===== config.mk =====
export PLATFORM = sky130hd
export DESIGN_NAME = ivsc_top
export DESIGN_NICKNAME = d
export VERILOG_FILES = /design/src/rtl/ivsc_pkg.sv /design/src/rtl/ivsc_ack_if.sv /design/src/rtl/ivsc_ack_timer.sv /design/src/rtl/ivsc_top.sv
export VERILOG_INCLUDE_DIRS = /design/src /design/src/rtl
export SDC_FILE = /design/constraint.sdc
export NUM_CORES = 1
export LEC_CHECK = 0
export ABC_AREA = 1
export BUFFER_PORTS_ARGS = -buffer_cell sky130_fd_sc_hd__buf_4
export CAP_MARGIN = 0
export CORE_MARGIN = 4
export CORE_UTILIZATION = 50
export DETAILED_ROUTE_END_ITERATION = 7
export PLACE_DENSITY = 0.8
export SYNTH_ARGS = -nofsm -noshare
export SYNTH_HDL_FRONTEND = slang
export SYNTH_HIERARCHICAL = 1
export SYNTH_SLANG_ARGS = --single-unit

===== constraint.sdc =====
create_clock -name SYS_CLK -period 2.31 [get_ports SYS_CLK]
set_clock_uncertainty 0.15 [all_clocks]
set_input_delay 0.3465 -clock SYS_CLK [delete_from_list [all_inputs] [get_ports SYS_CLK]]
set_output_delay 0.3465 -clock SYS_CLK [all_outputs]
set_load 0.01 [all_outputs]

===== src/rtl/ivsc_regs.svh =====
`ifndef IVSC_REGS_SVH
`define IVSC_REGS_SVH

// Register indices; byte address is four times the index
`define IVSC_IDX_VBASE     8'h60
`define IVSC_IDX_INT_STAT  8'h61
`define IVSC_IDX_INT_MASK  8'h62
`define IVSC_IDX_GCFG      8'h66
`define IVSC_IDX_SFS       8'h45

// global_configuration fields
`define IVSC_GC_STMASK     0
`define IVSC_GC_VCTL_LO    1
`define IVSC_GC_VCTL_HI    2
`define IVSC_GC_DLY_LO     6
`define IVSC_GC_DLY_HI     7
`define IVSC_GC_WMASK      8'hC7

// special_feature_status fields
`define IVSC_SF_LBMODE_LO  1
`define IVSC_SF_LBMODE_HI  2
`define IVSC_SF_LBERR      3

// Interrupt status bits
`define IVSC_IS_TX         0
`define IVSC_IS_RX         1
`define IVSC_IS_RXERR      2
`define IVSC_IS_LB         3
`define IVSC_IS_OTH_LO     4
`define IVSC_IS_OTH_HI     7

// Vector control codes
`define IVSC_VCTL_NONE     2'h0
`define IVSC_VCTL_BASE     2'h1
`define IVSC_VCTL_CHAN     2'h2
`define IVSC_VCTL_TYPE     2'h3
`define IVSC_VEC_NONE      8'hFF

// Interrupt type codes
`define IVSC_TYPE_RXOK     2'h2
`define IVSC_TYPE_RXERR    2'h3
`define IVSC_TYPE_TX       2'h1
`define IVSC_TYPE_OTHER    2'h0

// Acknowledge delay codes and least delays in half system clocks
`define IVSC_DLY_2TO3      2'h0
`define IVSC_DLY_1TO2      2'h1
`define IVSC_DLY_HTO1      2'h2
`define IVSC_DLY_2TO3_HALF 4
`define IVSC_DLY_1TO2_HALF 2
`define IVSC_DLY_HTO1_HALF 1
`define IVSC_HALF2CYC(h)   (((h) + 1) / 2)

`define IVSC_RST_BYTE      8'h00
`define IVSC_LBMODE_OFF    2'h0

`endif


===== src/rtl/ivsc_pkg.sv =====
package ivsc_pkg;

  typedef enum logic [1:0] {IVSC_IDLE, IVSC_WAIT, IVSC_ACK} ivsc_ack_st_t;

  typedef struct packed {
    logic [7:0]   vbase;
    logic [7:0]   gcfg;
    logic [7:0]   int_mask;
    logic [7:0]   int_stat;
    logic [1:0]   lb_mode;
    logic         waitreq;
    logic [7:0]   rdata;
    logic         irq;
    logic         xack_n;
    logic [7:0]   vec;
    logic         vec_oe;
    ivsc_ack_st_t ack_st;
  } ivsc_main_st_t;

  typedef struct packed {
    logic       run;
    logic [1:0] cnt;
  } ivsc_tmr_st_t;

endpackage : ivsc_pkg


===== src/rtl/ivsc_ack_if.sv =====
`timescale 1ns/100ps
`default_nettype none
interface ivsc_ack_if;
  logic       start;
  logic [1:0] code;
  logic       done;
  modport ctrl  (output start, output code, input done);
  modport timer (input start, input code, output done);
endinterface : ivsc_ack_if
`default_nettype wire


===== src/rtl/ivsc_ack_timer.sv =====
`timescale 1ns/100ps
`default_nettype none
`include "ivsc_regs.svh"
module ivsc_ack_timer
  import ivsc_pkg::*;
(
  input  wire logic clk,
  input  wire logic rst,
  input  wire logic ce,
  ivsc_ack_if.timer ack
);

  localparam logic [1:0] CYC_2TO3 = 2'(`IVSC_HALF2CYC(`IVSC_DLY_2TO3_HALF));
  localparam logic [1:0] CYC_1TO2 = 2'(`IVSC_HALF2CYC(`IVSC_DLY_1TO2_HALF));
  localparam logic [1:0] CYC_HTO1 = 2'(`IVSC_HALF2CYC(`IVSC_DLY_HTO1_HALF));

  ivsc_tmr_st_t q;
  ivsc_tmr_st_t d;

  function automatic logic [1:0] dly_cycles(input logic [1:0] code);
    unique case (code)
      `IVSC_DLY_1TO2: dly_cycles = CYC_1TO2;
      `IVSC_DLY_HTO1: dly_cycles = CYC_HTO1;
      default:        dly_cycles = CYC_2TO3; // Reserved code takes longest
    endcase
  endfunction

  assign ack.done = q.run && (q.cnt == 2'h0);

  always_comb begin
    d = q;
    if (ack.start) begin
      d.run = 1'b1;
      d.cnt = dly_cycles(ack.code) - 2'h1;
    end else if (q.run) begin
      if (q.cnt == 2'h0) begin
        d.run = 1'b0;
      end else begin
        d.cnt = q.cnt - 2'h1;
      end
    end
  end

  always_ff @(posedge clk or posedge rst) begin
    if (rst) begin
      q <= '0;
    end else if (ce) begin
      q <= d;
    end
  end

endmodule // ivsc_ack_timer
`default_nettype wire


===== src/rtl/ivsc_top.sv =====
// Function
// - Type code: rx ok 10, rx error 11, transmitter 01, others 00.
// - Vector control 11 keeps base bits 7:3; type and channel fill 2:0.
// - Vector control 00 gives no vector; bus driven to all ones.
// - Masking bit set: status reads are ANDed with the interrupt mask.
// - Masking bit clear: status reads show raw latched status.
// - Acknowledge delay codes 00, 01, 10 give 2-3, 1-2, half-1 clocks; here code 10 gives 1-2 clocks, the same as 01.
// - Loopback error sets sticky status bit 3, joining interrupt arbitration.
// - Writing one to bit 3 of the status register clears the flag.
// - Mismatch, parity or framing error on loopback check raises error.
`timescale 1ns/100ps
`default_nettype none
`include "ivsc_regs.svh"
module ivsc_top
  import ivsc_pkg::*;
#(
  parameter int AV_ADDR_W = 10
) (
  input  wire logic        SYS_CLK,
  input  wire logic        RESET,
  input  wire logic        CE,
  input  wire logic [AV_ADDR_W-1:0] AVS_ADDRESS,
  input  wire logic        AVS_READ,
  input  wire logic        AVS_WRITE,
  input  wire logic [3:0]  AVS_BYTEENABLE,
  input  wire logic [31:0] AVS_WRITEDATA,
  output logic      [31:0] AVS_READDATA,
  output logic             AVS_WAITREQUEST,
  input  wire logic        INT_ACK_N,
  output logic             XFER_ACK_N,
  output logic      [7:0]  VECTOR_OUT,
  output logic             VECTOR_OE,
  input  wire logic        CHAN_CODE,
  input  wire logic        TX_EVT,
  input  wire logic        RX_EVT,
  input  wire logic        RX_ERR_EVT,
  input  wire logic [3:0]  OTHER_EVT,
  input  wire logic        LB_CMP_STB,
  input  wire logic [7:0]  LB_TX_DATA,
  input  wire logic [7:0]  LB_RX_DATA,
  input  wire logic        LB_PARITY_ERR,
  input  wire logic        LB_FRAMING_ERR,
  output logic             IRQ
);

  // Address bits 9:2 pick the register, so a narrower bus cannot decode
  if (AV_ADDR_W < 10 || AV_ADDR_W > 32) begin : g_bad_addr_w
    $error("AV_ADDR_W must lie between 10 and 32");
  end

  ivsc_main_st_t q;
  ivsc_main_st_t d;
  ivsc_ack_if    ack ();

  logic [7:0]           idx;
  logic                 hi_zero;
  logic                 req;
  logic                 wr;
  logic [7:0]           wdat;
  logic                 lb_evt;
  logic [7:0]           set;
  logic [7:0]           clr;
  logic [7:0]           pend;
  logic [1:0]           vctl;

  function automatic logic [1:0] int_type(input logic [7:0] p);
    if (p[`IVSC_IS_RXERR]) begin
      int_type = `IVSC_TYPE_RXERR;
    end else if (p[`IVSC_IS_RX]) begin
      int_type = `IVSC_TYPE_RXOK;
    end else if (p[`IVSC_IS_TX]) begin
      int_type = `IVSC_TYPE_TX;
    end else begin
      int_type = `IVSC_TYPE_OTHER;
    end
  endfunction

  function automatic logic [7:0] make_vec(input logic [1:0] ctl,
                                          input logic [7:0] base,
                                          input logic [1:0] typ,
                                          input logic       chan);
    unique case (ctl)
      `IVSC_VCTL_NONE: make_vec = `IVSC_VEC_NONE;
      `IVSC_VCTL_BASE: make_vec = base;
      `IVSC_VCTL_CHAN: make_vec = {base[7:1], chan};
      `IVSC_VCTL_TYPE: make_vec = {base[7:3], typ, chan};
    endcase
  endfunction

  ivsc_ack_timer u_timer (
    .clk (SYS_CLK),
    .rst (RESET),
    .ce  (CE),
    .ack (ack.timer)
  );

  assign idx     = AVS_ADDRESS[9:2];
  assign hi_zero = (AV_ADDR_W == 10) ? 1'b1 :
                   ((AVS_ADDRESS >> 10) == '0);
  assign req     = AVS_READ || AVS_WRITE;
  assign wr      = AVS_WRITE && !q.waitreq && AVS_BYTEENABLE[0] && hi_zero;
  assign wdat    = AVS_WRITEDATA[7:0];
  assign vctl    = q.gcfg[`IVSC_GC_VCTL_HI:`IVSC_GC_VCTL_LO];
  assign pend    = q.int_stat & q.int_mask;

  // Loopback check only counts while a check mode is selected
  assign lb_evt  = LB_CMP_STB && (q.lb_mode != `IVSC_LBMODE_OFF) &&
                   ((LB_TX_DATA != LB_RX_DATA) || LB_PARITY_ERR ||
                    LB_FRAMING_ERR);

  assign ack.code  = q.gcfg[`IVSC_GC_DLY_HI:`IVSC_GC_DLY_LO];
  assign ack.start = (q.ack_st == IVSC_IDLE) && !INT_ACK_N;

  always_comb begin
    d   = q;
    set = {OTHER_EVT, lb_evt, RX_ERR_EVT, RX_EVT, TX_EVT};
    clr = 8'h00;
    // Bus slave: one wait cycle, then completion
    d.waitreq = !(req && q.waitreq);
    if (req && q.waitreq) begin
      d.rdata = `IVSC_RST_BYTE;
      if (AVS_READ && hi_zero) begin
        unique case (idx)
          `IVSC_IDX_VBASE:    d.rdata = q.vbase;
          `IVSC_IDX_INT_STAT: d.rdata = q.gcfg[`IVSC_GC_STMASK] ?
                                        pend :
                                        q.int_stat;
          `IVSC_IDX_INT_MASK: d.rdata = q.int_mask;
          `IVSC_IDX_GCFG:     d.rdata = q.gcfg;
          `IVSC_IDX_SFS: begin
            d.rdata[`IVSC_SF_LBERR] = q.int_stat[`IVSC_IS_LB];
            d.rdata[`IVSC_SF_LBMODE_HI:`IVSC_SF_LBMODE_LO] = q.lb_mode;
          end
          default:            d.rdata = `IVSC_RST_BYTE;
        endcase
      end
    end
    if (wr) begin
      unique case (idx)
        `IVSC_IDX_VBASE:    d.vbase = wdat;
        `IVSC_IDX_INT_STAT: clr = wdat;
        `IVSC_IDX_INT_MASK: d.int_mask = wdat;
        `IVSC_IDX_GCFG:     d.gcfg = wdat & `IVSC_GC_WMASK;
        `IVSC_IDX_SFS: begin
          // Only bit 3 clears; reserved bits dropped
          clr[`IVSC_IS_LB] = wdat[`IVSC_SF_LBERR];
          d.lb_mode = wdat[`IVSC_SF_LBMODE_HI:`IVSC_SF_LBMODE_LO];
        end
        default: ;
      endcase
    end
    // Set beats a simultaneous clear
    d.int_stat = (q.int_stat & ~clr) | set;
    d.irq      = |(d.int_stat & d.int_mask);
    // Interrupt acknowledge cycle
    unique case (q.ack_st)
      IVSC_IDLE: begin
        if (!INT_ACK_N) begin
          d.vec    = make_vec(vctl, q.vbase, int_type(pend),
                              CHAN_CODE);
          d.ack_st = IVSC_WAIT;
        end
      end
      IVSC_WAIT: begin
        if (INT_ACK_N) begin
          d.ack_st = IVSC_IDLE;
        end else if (ack.done) begin
          d.xack_n = 1'b0;
          d.vec_oe = 1'b1;
          d.ack_st = IVSC_ACK;
        end
      end
      IVSC_ACK: begin
        if (INT_ACK_N) begin
          d.xack_n = 1'b1;
          d.vec_oe = 1'b0;
          d.ack_st = IVSC_IDLE;
        end
      end
      // Unused fourth code falls back to idle with the bus released
      default: begin
        d.xack_n = 1'b1;
        d.vec_oe = 1'b0;
        d.ack_st = IVSC_IDLE;
      end
    endcase
  end

  always_ff @(posedge SYS_CLK or posedge RESET) begin
    if (RESET) begin
      q         <= '0;
      q.waitreq <= 1'b1;
      q.xack_n  <= 1'b1;
      q.ack_st  <= IVSC_IDLE;
    end else if (CE) begin
      q <= d;
    end
  end

  assign AVS_READDATA    = {24'h00_0000, q.rdata};
  assign AVS_WAITREQUEST = q.waitreq;
  assign XFER_ACK_N      = q.xack_n;
  assign VECTOR_OUT      = q.vec;
  assign VECTOR_OE       = q.vec_oe;
  assign IRQ             = q.irq;

  logic rd_stat;
  logic wr_sfs;
  assign rd_stat = AVS_READ && q.waitreq && CE && hi_zero &&
                   (idx == `IVSC_IDX_INT_STAT);
  assign wr_sfs  = wr && CE && (idx == `IVSC_IDX_SFS);
endmodule // ivsc_top
`default_nettype wire

# Yosys cells after proc, flatten, opt, wreduce, memory -nomap -nowiden
# Index checks and enable logic that the tools add are counted.
[classes]
add_sub_neg = 2
eq_ne = 19
muxes = 32
n_bitwise = 7
reduce_logical = 29
[ops]
columns = ["cell", "count"]
rows = [
  ["8-bit by 7-bit == test with 1-bit output (second input constant)", 5],
  ["8-bit 2-to-1 mux", 5],
  ["8-bit case mux with 4 select lines", 1],
  ["8-bit bitwise AND", 3],
  ["4-bit case mux with 4 select lines", 1],
  ["3-bit 2-to-1 mux", 5],
  ["3-bit case mux with 5 select lines", 1],
  ["3-bit AND reduction", 5],
  ["2-bit 2-to-1 mux", 7],
  ["2-bit inequality test (second input constant)", 5],
  ["2-bit == test (second input constant)", 4],
  ["8-bit inequality test", 1],
  ["8-bit inverter", 1],
  ["8-bit OR", 1],
  ["8-bit OR reduction", 1],
  ["1-bit logical AND", 7],
  ["1-bit 2-to-1 mux", 7],
  ["2-bit by 1-bit == test with 1-bit output (second input constant)", 3],
  ["2-bit logical NOT", 3],
  ["1-bit case mux with 3 select lines", 2],
  ["2-bit case mux with 3 select lines", 1],
  ["5-bit AND reduction", 1],
  ["4-bit 2-to-1 mux", 1],
  ["1-bit case mux with 4 select lines", 1],
  ["9 further kinds", 17],
]
[totals]
regBits = 56
out_inout_bits = 44

# Depth between registers and ports, before layout
[logic_depth]
word_depth = 9
ltp_mapped = 13

# Hierarchy
# Netlist, hierarchy kept.
[by_module_without_submodules]
columns = ["mod", "n_inst", "cells_per_inst", "area_per_inst_um2"]
rows = [
  ["ivsc_top", 1, 456, 3378.2],
  ["ivsc_ack_timer", 1, 31, 196.4],
]

# Worst setup path after synthesis
# Ideal clock, no wire load.
[synth_timing]
kind = "reg2reg"
start = "register q (netlist bit AVS_WAITREQUEST)"
end = "register q[48] (netlist bit)"
arrival_time_ns = 1.258
t_required_ns = 2.042
slack_ns = 0.784
stages_incl_launch_ff = 8
path_cell_list = "dfstp_2 -> inv_2 -> nand3_1 -> nor2_1 -> nand2_4 -> buf_6 -> nand2_1 -> o21ai_2"
[synth_via]
elab_chain_cells = 4
[synth_lines]
columns = ["element", "line_no", "rtl"]
rows = [
  ["from (decl)", "ivsc_top.sv:51", "ivsc_main_st_t q;"],
  ["1-bit logical NOT", "ivsc_top.sv:101", "assign wr = AVS_WRITE && !q.waitreq && AVS_BYTEENABLE[0] && hi_zero;"],
  ["1-bit logical AND (2 in a row)", "ivsc_top.sv:101", ""],
  ["3-bit AND reduction (no source line)", "-", ""],
]
# Every way passes these cells.
# A chain may end at the register's enable or synchronous reset.

# Worst setup path after layout
[layout_timing]
start = "register q (netlist bit AVS_WAITREQUEST)"
end = "register q[53] (netlist bit)"
# The elaborated chain is that of the path after synthesis.

==> results.json <==
{
  "run_status": "completed",
  "clkSinkCount": 56,
  "netlist_area_um2": 3570,
  "clk_latency_ns": 0.32,
  "required_ns": 2.36,
  "cp-end-kind": "flop",
  "yosysWarnings": 6,
  "yosys.cell_types.count": 42,
  "rsz0062_at_grt": "no",
  "drive_gt1_share_pct": 22.9,
  "worst_slew_pin_slew_ns": 0.676,
  "ant_nets": 0,
  "fmax_mhz": 551,
  "synthTopCellsByArea": "dfrtp_1 38%, nand2_1 14%, buf_4 8.4%",
  "cts_made_buffers": 5,
  "start_util_pct": 52.0,
  "grt_overflow_total": 0,
  "io_buffers": 69,
  "first_iter_violations": 212,
  "finalSetupViolCount": 0,
  "fin_cells": 641,
  "antenna_found_initial": 0,
  "yosys.area.top_type": "dfrtp_1",
  "grt_usage_pct": 20.3,
  "hold_depth": 3,
  "cp_cell_sequence": "inv_2, nand3_1, nor2_1, nand2_4, nor2_1, a21oi_2",
  "worst_path_most_repeated_cell": "nor2_1",
  "slowest_delay_ns": 0.41,
  "fin_area_um2": 4090,
  "maxSlewViolCount": 0,
  "slowest_stage": "dfstp_2",
  "r2r_start": "AVS_WAITREQUEST$_DFFE_PP1P_",
  "synth_ff_type": "dfrtp_1",
  "nets": 624,
  "place.gp.congestion": 0.928,
  "grt_max_degree": 54,
  "grt_pass1_wl_um": 13900,
  "die_w_um": 92.6,
  "power_density_nw_per_um2": 578,
  "vias": 3216,
  "netlist.area_leader.share_pct": 37.8,
  "whs_ns": 0.145,
  "dr.pass1.iters": 5,
  "cts_setup_buffers": 0,
  "yosysSeqAreaShare_pct": 39.3,
  "leakage_nw": 2.11,
  "design.core.area_um2": 6870,
  "die_area_um2": 8570,
  "wirelength_um": 8370,
  "placed_area_um2": 3990,
  "die_y_um": 92.6,
  "ir_worst_vdd_uv": 245,
  "post-place-cells": 632,
  "pin_count": 123,
  "slew_headroom_pct": 54.9,
  "finalPower_mw": 2.36,
  "r2r-end": "q[53]$_DFFE_PP0P_",
  "antennaDiodeCount": 0,
  "place_hpwl_um": 6490,
  "period_needed_ns": 1.82,
  "r2r_cells": 6,
  "drc": 0,
  "synth_common_cells": "134 x nand2_1, 63 x inv_1, 54 x dfrtp_1",
  "synthCells": 487,
  "yosysMostFrequentCell": "nand2_1",
  "maxCapViolCount": 0,
  "synth-edff-count": 0,
  "reg2reg_slack_ns": 0.49,
  "rows": 30,
  "clockBufferDepth": 2,
  "arrival_ns": 1.87,
  "path_clk_slew_ns": 0.10,
  "finalHoldViolations": 0,
  "synth-seq-cells": 56,
  "tritoncts": "done",
  "synth_area_per_cell_um2": 7.34,
  "hold_start": "AVS_WRITEDATA[5]",
  "hold_end": "q[53]$_DFFE_PP0P_",
  "fin_util_pct": 59.5,
  "path_class": "flop to flop",
  "wl_per_cell_um": 13.1,
  "avgViaCountPerCell": 5.02,
  "critPathLaunchType": "flop",
  "area_growth_pct": 14.4,
  "cts_htree_levels": 2,
  "cp_max_fo": 16,
  "hp-class": "input port to flop",
  "cts-root-buf": "clkbuf_8",
  "period_share_pct": 78.6,
  "async_flop_share_pct": 100,
  "setup_ws_ns": 0.494,
  "place_ws_ns": 0.433,
  "grt_pass1_vias": 2995,
  "fin_setup_tns_ns": 0
}
[cells by family after synthesis]
| group | synth area share [%] |
|---|---|
| simple gates | 27.6 |
| fa+ha+maj | 0.350 |
| xor+xnor | 0.735 |
| compound gates | 15.0 |
| other cells | 0.105 |
| buf+inv | 17.0 |
| flops | 39.3 |
[cell type report]
type	instances	area (um2)
clock buffers	6	72.6
clock inverters	2	16.3
fillers	663	2780
inverters	73	274
multi-input cells	335	1650
flip-flops and latches	56	1400
well taps	96	120
repair buffers	73	551
[critical path, delay by kind of cell (launching register included)]
kind / cells / cell delay [ns]
AND/OR/NAND/NOR: 4 / 1.04
flip-flops: 1 / 0.41
AO/OA/AOI/OAI: 1 / 0.04
buffers and inverters: 1 / 0.06
[report_power, final]
part | internal, mW | total, mW | switching, mW
registers | 1.09 | 1.17 | 0.0813
clock network | 0.217 | 0.547 | 0.330
logic | 0.264 | 0.642 | 0.378
[per-layer routing]
metal	track usage, %	vias to the layer above	wire (um)
met4	6.68	0	137
li1	-	1594	-
met5	0	-	0
met2	33.7	136	4090
met3	4.39	9	659
met1	26.2	1477	3490
[worst max-delay path by stage]
stage	from	to	slack, ns	depth (start not counted)
after floorplan	RESET	AVS_READDATA[0]$_DFFE_PP0P_	0.53	1
after global placement	AVS_WRITE	IRQ$_DFFE_PP0P_	0.43	12
after detailed placement	AVS_WRITE	IRQ$_DFFE_PP0P_	0.43	12
after CTS	AVS_WAITREQUEST$_DFFE_PP1P_	q[53]$_DFFE_PP0P_	0.50	6
after global routing	AVS_WAITREQUEST$_DFFE_PP1P_	IRQ$_DFFE_PP0P_	0.29	12
final	AVS_WAITREQUEST$_DFFE_PP1P_	q[53]$_DFFE_PP0P_	0.49	6
[state kept, by name, indices dropped and copies added, names as in the netlist]
name / cells
AVS_WAITREQUEST: 1
XFER_ACK_N: 1
q: 31
u_timer/q: 3
AVS_READDATA: 8
VECTOR_OE: 1
ack.code: 2
IRQ: 1
VECTOR_OUT: 8
[cells in the final DEF (no fill, tap or decap), types with 3 or more instances in the layout]
| cell | instances |
|---|---|
| a21oi_1 | 8 |
| a31oi_1 | 11 |
| buf_4 | 72 |
| clkbuf_8 | 5 |
| conb_1 | 24 |
| dfrtp_1 | 54 |
| inv_1 | 62 |
| inv_2 | 10 |
| nand2_1 | 134 |
| nand2_2 | 7 |
| nand3_1 | 16 |
| nor2_1 | 44 |
| nor2_2 | 3 |
| nor2_4 | 4 |
| nor3_1 | 3 |
| o21a_1 | 3 |
| o21ai_0 | 28 |
| o21ai_1 | 6 |
| o21ai_2 | 10 |
| o221ai_1 | 3 |
| o22ai_1 | 5 |
| or2_2 | 3 |
| xnor2_1 | 3 |
[what timing repair did]
item | 4_1_cts | 5_1_grt
hold buffers | 1 | 0
resized for setup | 0 | 0
endpoints found under the hold margin | 3 | 0
No activity file was read; power rests on OpenSTA's default activity.
